<file path="src/hw/sfq_pkg.sv">
// Opcodes, lane widths, field positions and types of the flash front end
package sfq_pkg;
   // Instruction codes
   localparam logic [7:0] OP_FL_ON   = 8'h35;
   localparam logic [7:0] OP_FL_OFF  = 8'hf5;
   localparam logic [7:0] OP_RST_EN  = 8'h66;
   localparam logic [7:0] OP_RST     = 8'h99;
   localparam logic [7:0] OP_READ    = 8'h03;
   localparam logic [7:0] OP_FREAD   = 8'h0b;
   localparam logic [7:0] OP_DOUT    = 8'h3b;
   localparam logic [7:0] OP_DIO     = 8'hbb;
   localparam logic [7:0] OP_QOUT    = 8'h6b;
   localparam logic [7:0] OP_QIO     = 8'heb;
   localparam logic [7:0] OP_DTR1    = 8'h0d;
   localparam logic [7:0] OP_DTR2    = 8'hbd;
   localparam logic [7:0] OP_DTR4    = 8'hed;
   localparam logic [7:0] OP_PP      = 8'h02;
   localparam logic [7:0] OP_PPQ     = 8'h32;
   localparam logic [7:0] OP_PPQ2    = 8'h38;
   localparam logic [7:0] OP_SER     = 8'h20;
   localparam logic [7:0] OP_SER2    = 8'hd7;
   localparam logic [7:0] OP_BE32    = 8'h52;
   localparam logic [7:0] OP_BE64    = 8'hd8;
   localparam logic [7:0] OP_UID     = 8'h4b;
   localparam logic [7:0] OP_SREAD   = 8'h68;
   localparam logic [7:0] OP_SPROG   = 8'h62;
   localparam logic [7:0] OP_SERASE  = 8'h64;
   // Lane widths
   localparam logic [2:0] LANE1 = 3'h1;
   localparam logic [2:0] LANE2 = 3'h2;
   localparam logic [2:0] LANE4 = 3'h4;
   // Phase lengths in bits
   localparam logic [5:0] OPC_BITS = 6'h08;
   localparam logic [5:0] ADDR_CNT = 6'h18;
   localparam logic [5:0] BYTE_CNT = 6'h08;
   localparam logic [3:0] TX_BITS  = 4'h8;
   // Field positions and values
   localparam int          SEC4K_LSB = 12;
   localparam int          BLK32_LSB = 15;
   localparam int          BLK64_LSB = 16;
   localparam int          AREA_LSB  = 8;
   localparam logic [7:0]  ERASED    = 8'hff;
   localparam logic [6:0]  WRAP_MIN  = 7'h08;
   // Output enables, low means driven
   localparam logic [3:0]  OE_OFF = 4'hf;
   localparam logic [3:0]  OE_D1  = 4'hd;
   localparam logic [3:0]  OE_D01 = 4'hc;
   localparam logic [3:0]  OE_ALL = 4'h0;

   typedef enum logic [2:0] {
      PH_IDLE  = 3'b000,
      PH_OPC   = 3'b001,
      PH_ADDR  = 3'b010,
      PH_DUMMY = 3'b011,
      PH_DIN   = 3'b100,
      PH_DOUT  = 3'b101,
      PH_SKIP  = 3'b110
   } sfq_phase_e;

   typedef struct packed {
      logic       hasAddr;
      logic [2:0] aLanes;
      logic       dummy;
      logic [2:0] dLanes;
      logic       rd;
      logic       wr;
      logic       dtr;
   } sfq_cmd_s;
endpackage

</file>
<file path="src/hw/sfq_link.sv">
// Serial flash pin front end: framing, mode switching and lane shifting
`timescale 1ns/1ps
`default_nettype none
// Operation
// Single-line mode samples instruction, address, write data on data line 0 rising.
// Works with clock idle low or idle high; samples on rising edge.
// Single-line mode returns read data on data line 1 only.
// Single-line instruction takes eight rising edges on data line 0.
// Code 35h enters four-line instruction mode.
// Code F5h leaves four-line instruction mode, independent of quad enable bit.
// Four-line instruction mode takes instruction in two clocks, four bits each.
// Exactly one interface mode is active at a time.
// Reset, pin reset or software reset returns to single-line mode; pin reset is ignored while in four-line mode.
// Four-line mode uses all four pins as bidirectional data lines.
// Double-edge reads take address and drive data on both edges.
// Dual and quad output and input/output transfers move two or four bits.
// Page program accepts up to 256 bytes wrapping within one page.
// Erase addresses align to 4K, 32K or 64K boundaries; chip erase whole.
// Erased locations read as all ones.
// Wrapped reads stay inside an aligned 8, 16, 32 or 64 byte window.
// Four 256-byte security areas; locked areas refuse program and erase.
// A 128-bit unique identifier is readable.
// Select high deselects, floats outputs and ignores data.
// Host must raise select after power-up before first instruction.
// Data line 3 is pause input, or reset input when selected.
// Select low frames an instruction; select high ends it and resets decoder.
module sfq_link
   import sfq_pkg::*;
#(
   parameter int           DUMMY_CYC = 8,
   // Arbitrary value
   parameter logic [127:0] UNIQUE_ID = 128'h0f1e_2d3c_4b5a_6978_8796_a5b4_c3d2_e1f0
) (
   input  wire logic        clk,
   input  wire logic        rst_b,
   input  wire logic        ce,
   input  wire logic        sckPin,
   input  wire logic        csPin_b,
   input  wire logic [3:0]  ioIn,
   output logic      [3:0]  ioOut,
   output logic      [3:0]  ioOeB,
   input  wire logic        pauseOrResetPinSelect,
   input  wire logic        wrapOn,
   input  wire logic [1:0]  wrapLen,
   input  wire logic [3:0]  secLock,
   output logic             rxValid,
   output logic      [7:0]  rxByte,
   output logic      [7:0]  rxCol,
   input  wire logic        rxReady,
   input  wire logic        txValid,
   input  wire logic [7:0]  txByte,
   output logic             txReady,
   output logic      [23:0] rdAddr,
   output logic             cmdStrobe,
   output logic      [7:0]  cmdCode,
   output logic      [23:0] cmdAddr,
   output logic             cmdRefused,
   output logic             fourLineMode,
   output logic             rxOverrun
);

   if (DUMMY_CYC < 1 || DUMMY_CYC > 63) begin : g_bad_dummy
      $error("DUMMY_CYC must lie in 1..63");
   end

   typedef struct packed {
      logic        sck1, sck2, sckOld, cs1, cs2;
      logic [3:0]  io1, io2;
      logic        armed, fl, rstArm;
      sfq_phase_e  phase;
      sfq_cmd_s    cmd;
      logic [7:0]  opc, sh, txSh, txHold, col, cmdCode;
      logic [5:0]  cnt;
      logic [3:0]  txCnt, uidIdx, frmRise, ioOut, ioOeB;
      logic        txRdy, rxV, overrun, cmdStrobe, cmdRefused;
      logic [1:0]  n;
      logic [15:0] b0, b1;
      logic [23:0] addr, rdAddr, cmdAddr;
   } sfq_st_s;

   sfq_st_s    st;
   sfq_st_s    next_st;
   logic       opDone;
   logic [7:0] opVal;

   // Instruction decode to lane widths and phases
   function automatic sfq_cmd_s dec(input logic [7:0] op, input logic q);
      sfq_cmd_s c;
      c = '0;
      c.aLanes = q ? LANE4 : LANE1;
      c.dLanes = c.aLanes;
      case (op)
         OP_READ: begin
            c.hasAddr = 1'b1;
            c.rd = 1'b1;
         end
         OP_FREAD, OP_UID, OP_SREAD: begin
            c.hasAddr = 1'b1;
            c.rd = 1'b1;
            c.dummy = 1'b1;
         end
         OP_DOUT, OP_DIO, OP_QOUT, OP_QIO: begin
            c.hasAddr = 1'b1;
            c.rd = 1'b1;
            c.dummy = 1'b1;
            c.dLanes = (q || op == OP_QOUT || op == OP_QIO) ? LANE4 : LANE2;
            if (op == OP_DIO || op == OP_QIO) c.aLanes = c.dLanes;
         end
         OP_DTR1, OP_DTR2, OP_DTR4: begin
            c.hasAddr = 1'b1;
            c.rd = 1'b1;
            c.dummy = 1'b1;
            c.dtr = 1'b1;
            if (!q && op == OP_DTR2) c.dLanes = LANE2;
            if (op == OP_DTR4) c.dLanes = LANE4;
            c.aLanes = c.dLanes;
         end
         OP_PP, OP_SPROG, OP_PPQ, OP_PPQ2: begin
            c.hasAddr = 1'b1;
            c.wr = 1'b1;
            if (op == OP_PPQ || op == OP_PPQ2) c.dLanes = LANE4;
         end
         OP_SER, OP_SER2, OP_BE32, OP_BE64, OP_SERASE: c.hasAddr = 1'b1;
         default: c = c;
      endcase
      return c;
   endfunction

   // Shift sampled lanes into a word, most significant first
   function automatic logic [23:0] shIn(input logic [23:0] w,
                                        input logic [3:0] d,
                                        input logic [2:0] ln);
      case (ln)
         LANE4:   return {w[19:0], d};
         LANE2:   return {w[21:0], d[1:0]};
         default: return {w[22:0], d[0]};
      endcase
   endfunction

   // Erase base address on its uniform boundary
   function automatic logic [23:0] alignFor(input logic [7:0] op,
                                            input logic [23:0] a);
      case (op)
         OP_SER, OP_SER2: return a & ~((24'h1 << SEC4K_LSB) - 24'h1);
         OP_BE32: return a & ~((24'h1 << BLK32_LSB) - 24'h1);
         OP_BE64: return a & ~((24'h1 << BLK64_LSB) - 24'h1);
         default: return a;
      endcase
   endfunction

   // Next read address, optionally wrapped in its window
   function automatic logic [23:0] nextRd(input logic [23:0] a,
                                          input logic on,
                                          input logic [1:0] len);
      logic [23:0] m;
      m = {17'h0, WRAP_MIN << len} - 24'h1;
      return on ? ((a & ~m) | ((a + 24'h1) & m)) : a + 24'h1;
   endfunction

   // Next state of the whole front end
   always_comb begin
      logic       rise, fall, act, drv, paused, pinRst, quadUse;
      logic [2:0] ln;
      logic [7:0] nb;
      logic [23:0] w;
      sfq_cmd_s   c;
      rise = 1'b0;
      fall = 1'b0;
      act = 1'b0;
      drv = 1'b0;
      paused = 1'b0;
      pinRst = 1'b0;
      quadUse = 1'b0;
      ln = LANE1;
      nb = ERASED;
      w = '0;
      c = '0;
      opDone = 1'b0;
      opVal = '0;
      next_st = st;
      if (ce) begin
         next_st.sck1 = sckPin;
         next_st.sck2 = st.sck1;
         next_st.sckOld = st.sck2;
         next_st.cs1 = csPin_b;
         next_st.cs2 = st.cs1;
         next_st.io1 = ioIn;
         next_st.io2 = st.io1;
         rise = st.sck2 & ~st.sckOld;
         fall = ~st.sck2 & st.sckOld;
         next_st.cmdStrobe = 1'b0;
         next_st.cmdRefused = 1'b0;
         // Drain side of the receive buffer
         if (st.rxV && rxReady) begin
            next_st.b0 = st.b1;
            next_st.n = st.n - 2'h1;
         end
         // Read data holding register
         if (st.txRdy && txValid) begin
            next_st.txHold = txByte;
            next_st.txRdy = 1'b0;
         end
         quadUse = st.fl | (st.phase == PH_ADDR && st.cmd.aLanes == LANE4)
            | (st.phase >= PH_DUMMY && st.cmd.dLanes == LANE4);
         paused = ~quadUse & ~st.io2[3] & ~pauseOrResetPinSelect;
         pinRst = ~quadUse & ~st.io2[3] & pauseOrResetPinSelect;
         if (st.phase == PH_OPC)
            ln = st.fl ? LANE4 : LANE1;
         else if (st.phase == PH_ADDR)
            ln = st.cmd.aLanes;
         else
            ln = st.cmd.dLanes;
         act = rise | (fall & st.cmd.dtr & (st.phase == PH_ADDR)
                       & (st.cnt != ADDR_CNT));
         drv = fall | (rise & st.cmd.dtr);
         w = shIn({16'h0, st.sh}, st.io2, ln);
         if (st.cs2) begin
            next_st.phase = PH_IDLE;
            next_st.ioOeB = OE_OFF;
            next_st.armed = 1'b1;
            next_st.frmRise = '0;
         end else if (pinRst) begin
            next_st.fl = 1'b0;
            next_st.armed = 1'b0;
            next_st.phase = PH_IDLE;
            next_st.ioOeB = OE_OFF;
         end else if (st.phase == PH_IDLE) begin
            if (st.armed) begin
               next_st.phase = PH_OPC;
               next_st.cnt = OPC_BITS;
            end
         end else if (!paused) begin
            if (rise && st.frmRise != 4'hf)
               next_st.frmRise = st.frmRise + 4'h1;
            case (st.phase)
               PH_OPC: if (rise) begin
                  next_st.sh = w[7:0];
                  next_st.cnt = st.cnt - {3'h0, ln};
                  if (st.cnt == {3'h0, ln}) begin
                     opDone = 1'b1;
                     opVal = w[7:0];
                     c = dec(w[7:0], st.fl);
                     next_st.cmd = c;
                     next_st.opc = w[7:0];
                     next_st.cmdCode = w[7:0];
                     next_st.rstArm = (w[7:0] == OP_RST_EN);
                     if (w[7:0] == OP_FL_ON) next_st.fl = 1'b1;
                     if (w[7:0] == OP_FL_OFF) next_st.fl = 1'b0;
                     if (w[7:0] == OP_RST && st.rstArm)
                        next_st.fl = 1'b0;
                     if (c.hasAddr) begin
                        next_st.phase = PH_ADDR;
                        next_st.cnt = ADDR_CNT;
                     end else begin
                        next_st.phase = PH_SKIP;
                        next_st.cmdStrobe = 1'b1;
                        next_st.cmdAddr = '0;
                     end
                  end
               end
               PH_ADDR: if (act) begin
                  w = shIn(st.addr, st.io2, ln);
                  next_st.addr = w;
                  next_st.cnt = st.cnt - {3'h0, ln};
                  if (st.cnt == {3'h0, ln}) begin
                     next_st.cmdStrobe = 1'b1;
                     next_st.cmdAddr = alignFor(st.opc, w);
                     next_st.rdAddr = w;
                     next_st.col = w[7:0];
                     next_st.txRdy = 1'b1;
                     next_st.txCnt = '0;
                     next_st.uidIdx = '0;
                     next_st.cnt = DUMMY_CYC[5:0];
                     next_st.cmdRefused = (st.opc == OP_SPROG
                        || st.opc == OP_SERASE)
                        && secLock[w[AREA_LSB +: 2]];
                     if (st.cmd.dummy)
                        next_st.phase = PH_DUMMY;
                     else if (st.cmd.rd)
                        next_st.phase = PH_DOUT;
                     else if (st.cmd.wr && !next_st.cmdRefused) begin
                        next_st.phase = PH_DIN;
                        next_st.cnt = BYTE_CNT;
                     end else
                        next_st.phase = PH_SKIP;
                  end
               end
               PH_DUMMY: if (rise) begin
                  next_st.cnt = st.cnt - 6'h1;
                  if (st.cnt == 6'h1)
                     next_st.phase = st.cmd.rd ? PH_DOUT : PH_SKIP;
               end
               PH_DIN: if (rise) begin
                  next_st.sh = w[7:0];
                  next_st.cnt = st.cnt - {3'h0, ln};
                  if (st.cnt == {3'h0, ln}) begin
                     next_st.cnt = BYTE_CNT;
                     next_st.col = st.col + 8'h01;
                     if (next_st.n == 2'h2)
                        next_st.overrun = 1'b1;
                     else begin
                        if (next_st.n == 2'h0)
                           next_st.b0 = {st.col, w[7:0]};
                        else
                           next_st.b1 = {st.col, w[7:0]};
                        next_st.n = next_st.n + 2'h1;
                     end
                  end
               end
               PH_DOUT: if (drv) begin
                  if (st.txCnt != 4'h0)
                     nb = st.txSh;
                  else if (st.opc == OP_UID) begin
                     nb = UNIQUE_ID[{st.uidIdx, 3'h0} +: 8];
                     next_st.uidIdx = st.uidIdx + 4'h1;
                  end else if (!st.txRdy) begin
                     nb = st.txHold;
                     next_st.txRdy = 1'b1;
                     next_st.rdAddr = nextRd(st.rdAddr, wrapOn, wrapLen);
                  end else
                     nb = ERASED;
                  case (ln)
                     LANE4: begin
                        next_st.ioOut = nb[7:4];
                        next_st.ioOeB = OE_ALL;
                     end
                     LANE2: begin
                        next_st.ioOut = {2'h0, nb[7:6]};
                        next_st.ioOeB = OE_D01;
                     end
                     default: begin
                        next_st.ioOut = {2'h0, nb[7], 1'h0};
                        next_st.ioOeB = OE_D1;
                     end
                  endcase
                  next_st.txSh = nb << ln;
                  next_st.txCnt = (st.txCnt == 4'h0 ? TX_BITS : st.txCnt)
                     - {1'h0, ln};
               end
               default: next_st.phase = st.phase;
            endcase
         end
         next_st.rxV = (next_st.n != 2'h0);
      end
   end

   // State register
   always_ff @(posedge clk or negedge rst_b) begin
      if (!rst_b) begin
         st <= '0;
         st.cs1 <= 1'b1;
         st.cs2 <= 1'b1;
         st.ioOeB <= OE_OFF;
         st.txRdy <= 1'b1;
      end else begin
         st <= next_st;
      end
   end

   // Outputs straight from the state register
   assign ioOut = st.ioOut;
   assign ioOeB = st.ioOeB;
   assign rxValid = st.rxV;
   assign rxByte = st.b0[7:0];
   assign rxCol = st.b0[15:8];
   assign txReady = st.txRdy;
   assign rdAddr = st.rdAddr;
   assign cmdStrobe = st.cmdStrobe;
   assign cmdCode = st.cmdCode;
   assign cmdAddr = st.cmdAddr;
   assign cmdRefused = st.cmdRefused;
   assign fourLineMode = st.fl;
   assign rxOverrun = st.overrun;
endmodule // sfq_link
`default_nettype wire

</file>
<file path="config.mk">
export PLATFORM = sky130hd
export DESIGN_NAME = sfq_link
export DESIGN_NICKNAME = d
export VERILOG_FILES = /design/src/hw/sfq_pkg.sv /design/src/hw/sfq_link.sv
export SDC_FILE = /design/constraint.sdc
export NUM_CORES = 1
export LEC_CHECK = 0
export ABC_AREA = 0
export BUFFER_PORTS_ARGS = -buffer_cell sky130_fd_sc_hd__buf_2
export CORE_UTILIZATION = 45
export CTS_CLUSTER_DIAMETER = 200
export CTS_CLUSTER_SIZE = 8
export DETAILED_ROUTE_END_ITERATION = 8
export GPL_TIMING_DRIVEN = 0
export PLACE_DENSITY = 0.73
export SLEW_MARGIN = 20
export SYNTH_ARGS = -nofsm -noshare
export SYNTH_HDL_FRONTEND = slang
export SYNTH_SLANG_ARGS = --single-unit
export TNS_END_PERCENT = 20
</file>
<file path="constraint.sdc">
create_clock -name clk -period 3.6 [get_ports clk]
set_input_delay 0.36 -clock clk [delete_from_list [all_inputs] [get_ports clk]]
set_output_delay 0.36 -clock clk [all_outputs]
set_load 0.02 [all_outputs]
</file>
==> results.cfg <==
[status]
status = complete, but fails checks
violations = design-rule violations, negative setup slack

[floorplanning]
start_util = 0.458
rows = 60
fp.dieW_um = 167
dieHeight_um = 167
pin_count = 113
die_area_um2 = 28000
core_area_um2 = 26900

[synthesis]
syn_nets = 1426
yosys.area.top_type = dfrtp_1
ys.flop_type = dfrtp_1
synth_area_leaders = dfrtp_1, nand2_1, buf_4
synthArstFlopShare = 1.00
syn_avg_cell_area_um2 = 8.90
synth_edf_count = 0
synth_cell_types = 90
synth_top_area_share = 0.409
syn_area_um2 = 12300
synth_seq_cells = 207
yosys_warnings = 0
synth.most_common_cell = dfrtp_1
syn_inst = 1383
ys_top_cells_by_count = dfrtp_1, nand2_1, a21oi_1
ys_seq_area_frac = 0.422

[final_layout]
area_growth_pct = 22.8
n_antenna_cell = 0
fillers = 2378
fin_util = 0.562
nets = 1624
drive_gt1_frac = 0.278
fin_area_um2 = 15100
finalNonFillerCells = 1945

[pwr]
p_int_w = 0.00581
p_switching_w = 0.00419
power_frac_clock = 0.256
p_total_w = 0.0100
peakVddDrop_uv = 485
p_leak_nw = 6.80
swShare = 0.419
pwr-share-seq = 0.274
power_density_nw_per_um2 = 662
power_frac_comb = 0.470

[route]
vias = 11859
viasPerCell = 6.10
routedWlPerCell_um = 19.6
dr.pass1.iters = 9
drc_errors = 1
drt-initial-drc-count = 1332
wirelength_mm = 38.0
drtAntennaViolNets = 0

[sta]
rsz0062_at_grt = yes
setup_viol = 23
clock.fmax_ghz = 0.267
timing.final.ws_setup_ns = -0.145
finClkSkew_ns = 0.0284
fin_crit_sh = 1.04
maxSlewHeadroom = 0.181
timing.hold.ws_ns = 0.0368
worst_pin_slew_ns = 1.22
report.final.slew_viol_count = 0
fin_crit_ns = 3.75
hold_violations = 0

[worst_setup_path]
cp_num_cells = 13
path_class = flop to flop
crit_chain = or4b_4 > o211ai_4 > o211ai_1 > buf_4 > a221oi_4 > buf_6 > nor2_1 > nand3_1 > o32ai_2 > nor2_1 > nand4_1 > buf_6 > a32o_1
r2r_start = st[198]
slowest_stage = or4b_4
critPathLaunchType = flop
arrival_ns = 4.18
end_kind = flop
cp.buffers_inverters = 3
critPathMaxStageDelay_ns = 0.61
critical-path-top-delay-family = simple AND/OR/NAND/NOR gates
crit_end = cmdAddr[6]
ff2ff_setup_slack_ns = -0.15
required_ns = 4.04
r2r-end = cmdAddr[6]
worstPathMaxFanout = 10
crit_start = st[198]
reg2reg_depth = 13

[grt]
gr-total-overflow = 0
grt_use_total = 0.262
grt_pass1_vias = 10963
antenna_found_initial = 0
grt_first_pass_wirelength_mm = 59.2
grt_max_degree = 82

[clock_tree]
cts_tree = done
cts_sinks = 207
cts_buffers = 29
cts_max_level = 1
clk_latency_ns = 0.56
cts-root-buf = clkbuf_16
clock_path_buffers = 3
clkSlewWorstSetupHoldPaths_ns = 0.05

[job]
maxCapViolCount = 0

[worst_hold_path]
hp-class = input port to flop

[place]
place_area_um2 = 13400
port-buffer-count = 111
dp_cells = 1838
dp_hpwl_mm = 26.8
place.gp.congestion = 0.948
[power groups by stage]
stage	Sequential (W)	Combinational (W)	Clock [W]
finish	0.00274	0.00470	0.00256
global route	0.00277	0.00503	0.00269
CTS	0.00272	0.00422	0.00259
detailed placement	0.00274	0.00382	0
global placement	0.00274	0.00376	0
floorplan	0.00269	0.00277	0
[cells by family after synthesis]
| logic type | after synthesis | share of synthesized area |
|---|---|---|
| DFF | 207 | 0.422 |
| muxes | 62 | 0.0557 |
| adders and majority gates | 17 | 0.0171 |
| AOI/OAI and AO/OA | 454 | 0.239 |
| buffers and inverters | 191 | 0.0850 |
| and+or+nand+nor | 438 | 0.171 |
| xor gates and xnor gates | 14 | 0.0106 |
[worst min-delay path by stage]
stage | startpoint | endpoint | cells past startpoint | slack, ns
floorplan | rst_b | cmdAddr[0] | 0 | 0.06
finish | ioIn[0] | st[206] | 2 | 0.04
global placement | st[167] | st[167] | 2 | 0.45
detailed placement | rst_b | rdAddr[18] | 1 | 0.30
global route | sckPin | st[214] | 2 | 0.04
CTS | csPin_b | st[211] | 2 | 0.03
[layout make-up]
cell class                      instances  area, um^2  area share
Multi-Input combinational cell        985        6450       0.427
Sequential cell                       207        5190       0.343
Timing Repair Buffer                  170        1080      0.0715
Buffer                                158        1010      0.0670
Clock buffer                           53         816      0.0540
Tap cell                              341         427      0.0282
Inverter                               30         118     0.00778
Clock inverter                          1        20.0     0.00132
[per-stage QoR]
step | setup WS, ns | TNS (ns)
after detailed placement | -0.941 | -72.55
after CTS | -0.0417 | -0.0887
final | -0.145 | -2.23
after floorplan | 0.0247 | 0
after global placement | -1.38 | -355.58
after global routing | -0.244 | -7.32
[cells in the final DEF (no fill, tap or decap), types with 22 or more instances in the layout]
cell       count
o21ai_0       95
o22ai_1       63
mux2_2        52
nor3_1        22
inv_1         26
nand3_1       39
dfrtp_1      199
clkbuf_1      67
buf_2        119
nor2_1        82
nand2_1      176
a21oi_1      120
buf_4        135
clkbuf_16     30
[per-layer routing]
| metal | track usage | routed length (um) |
|---|---|---|
| met1 | 0.361 | 16300 |
| met2 | 0.414 | 17200 |
| met3 | 0.0463 | 3080 |
| met4 | 0.0953 | 1410 |
| met5 | 0 | 0 |
[worst reg2reg max path, delay by kind of cell, from the launching register on]
family	cells	cell delay, ns
AO/OA/AOI/OAI	5	1.12
buffers and inverters	3	0.66
flip-flops	1	0.44
AND/OR/NAND/NOR	5	1.40
[timing repair]
action                     4_1_cts  5_1_grt
setup buffers                   29       24
pin swaps                       20       17
hold buffers                     1        0
hold endpoints to repair        45        0
setup endpoints to repair      154      138
cloned                           0        2
resized for setup               59       51
[registers in the layout (all words and copies together) (netlist names), 3 cells and up]
| register | count |
|---|---|
| rdAddr | 24 |
| ioOeB | 3 |
| cmdCode | 8 |
| ioOut | 4 |
| st | 122 |
| cmdAddr | 24 |
| rxCol | 8 |
| rxByte | 8 |
(Power assumes the default switching activity.)
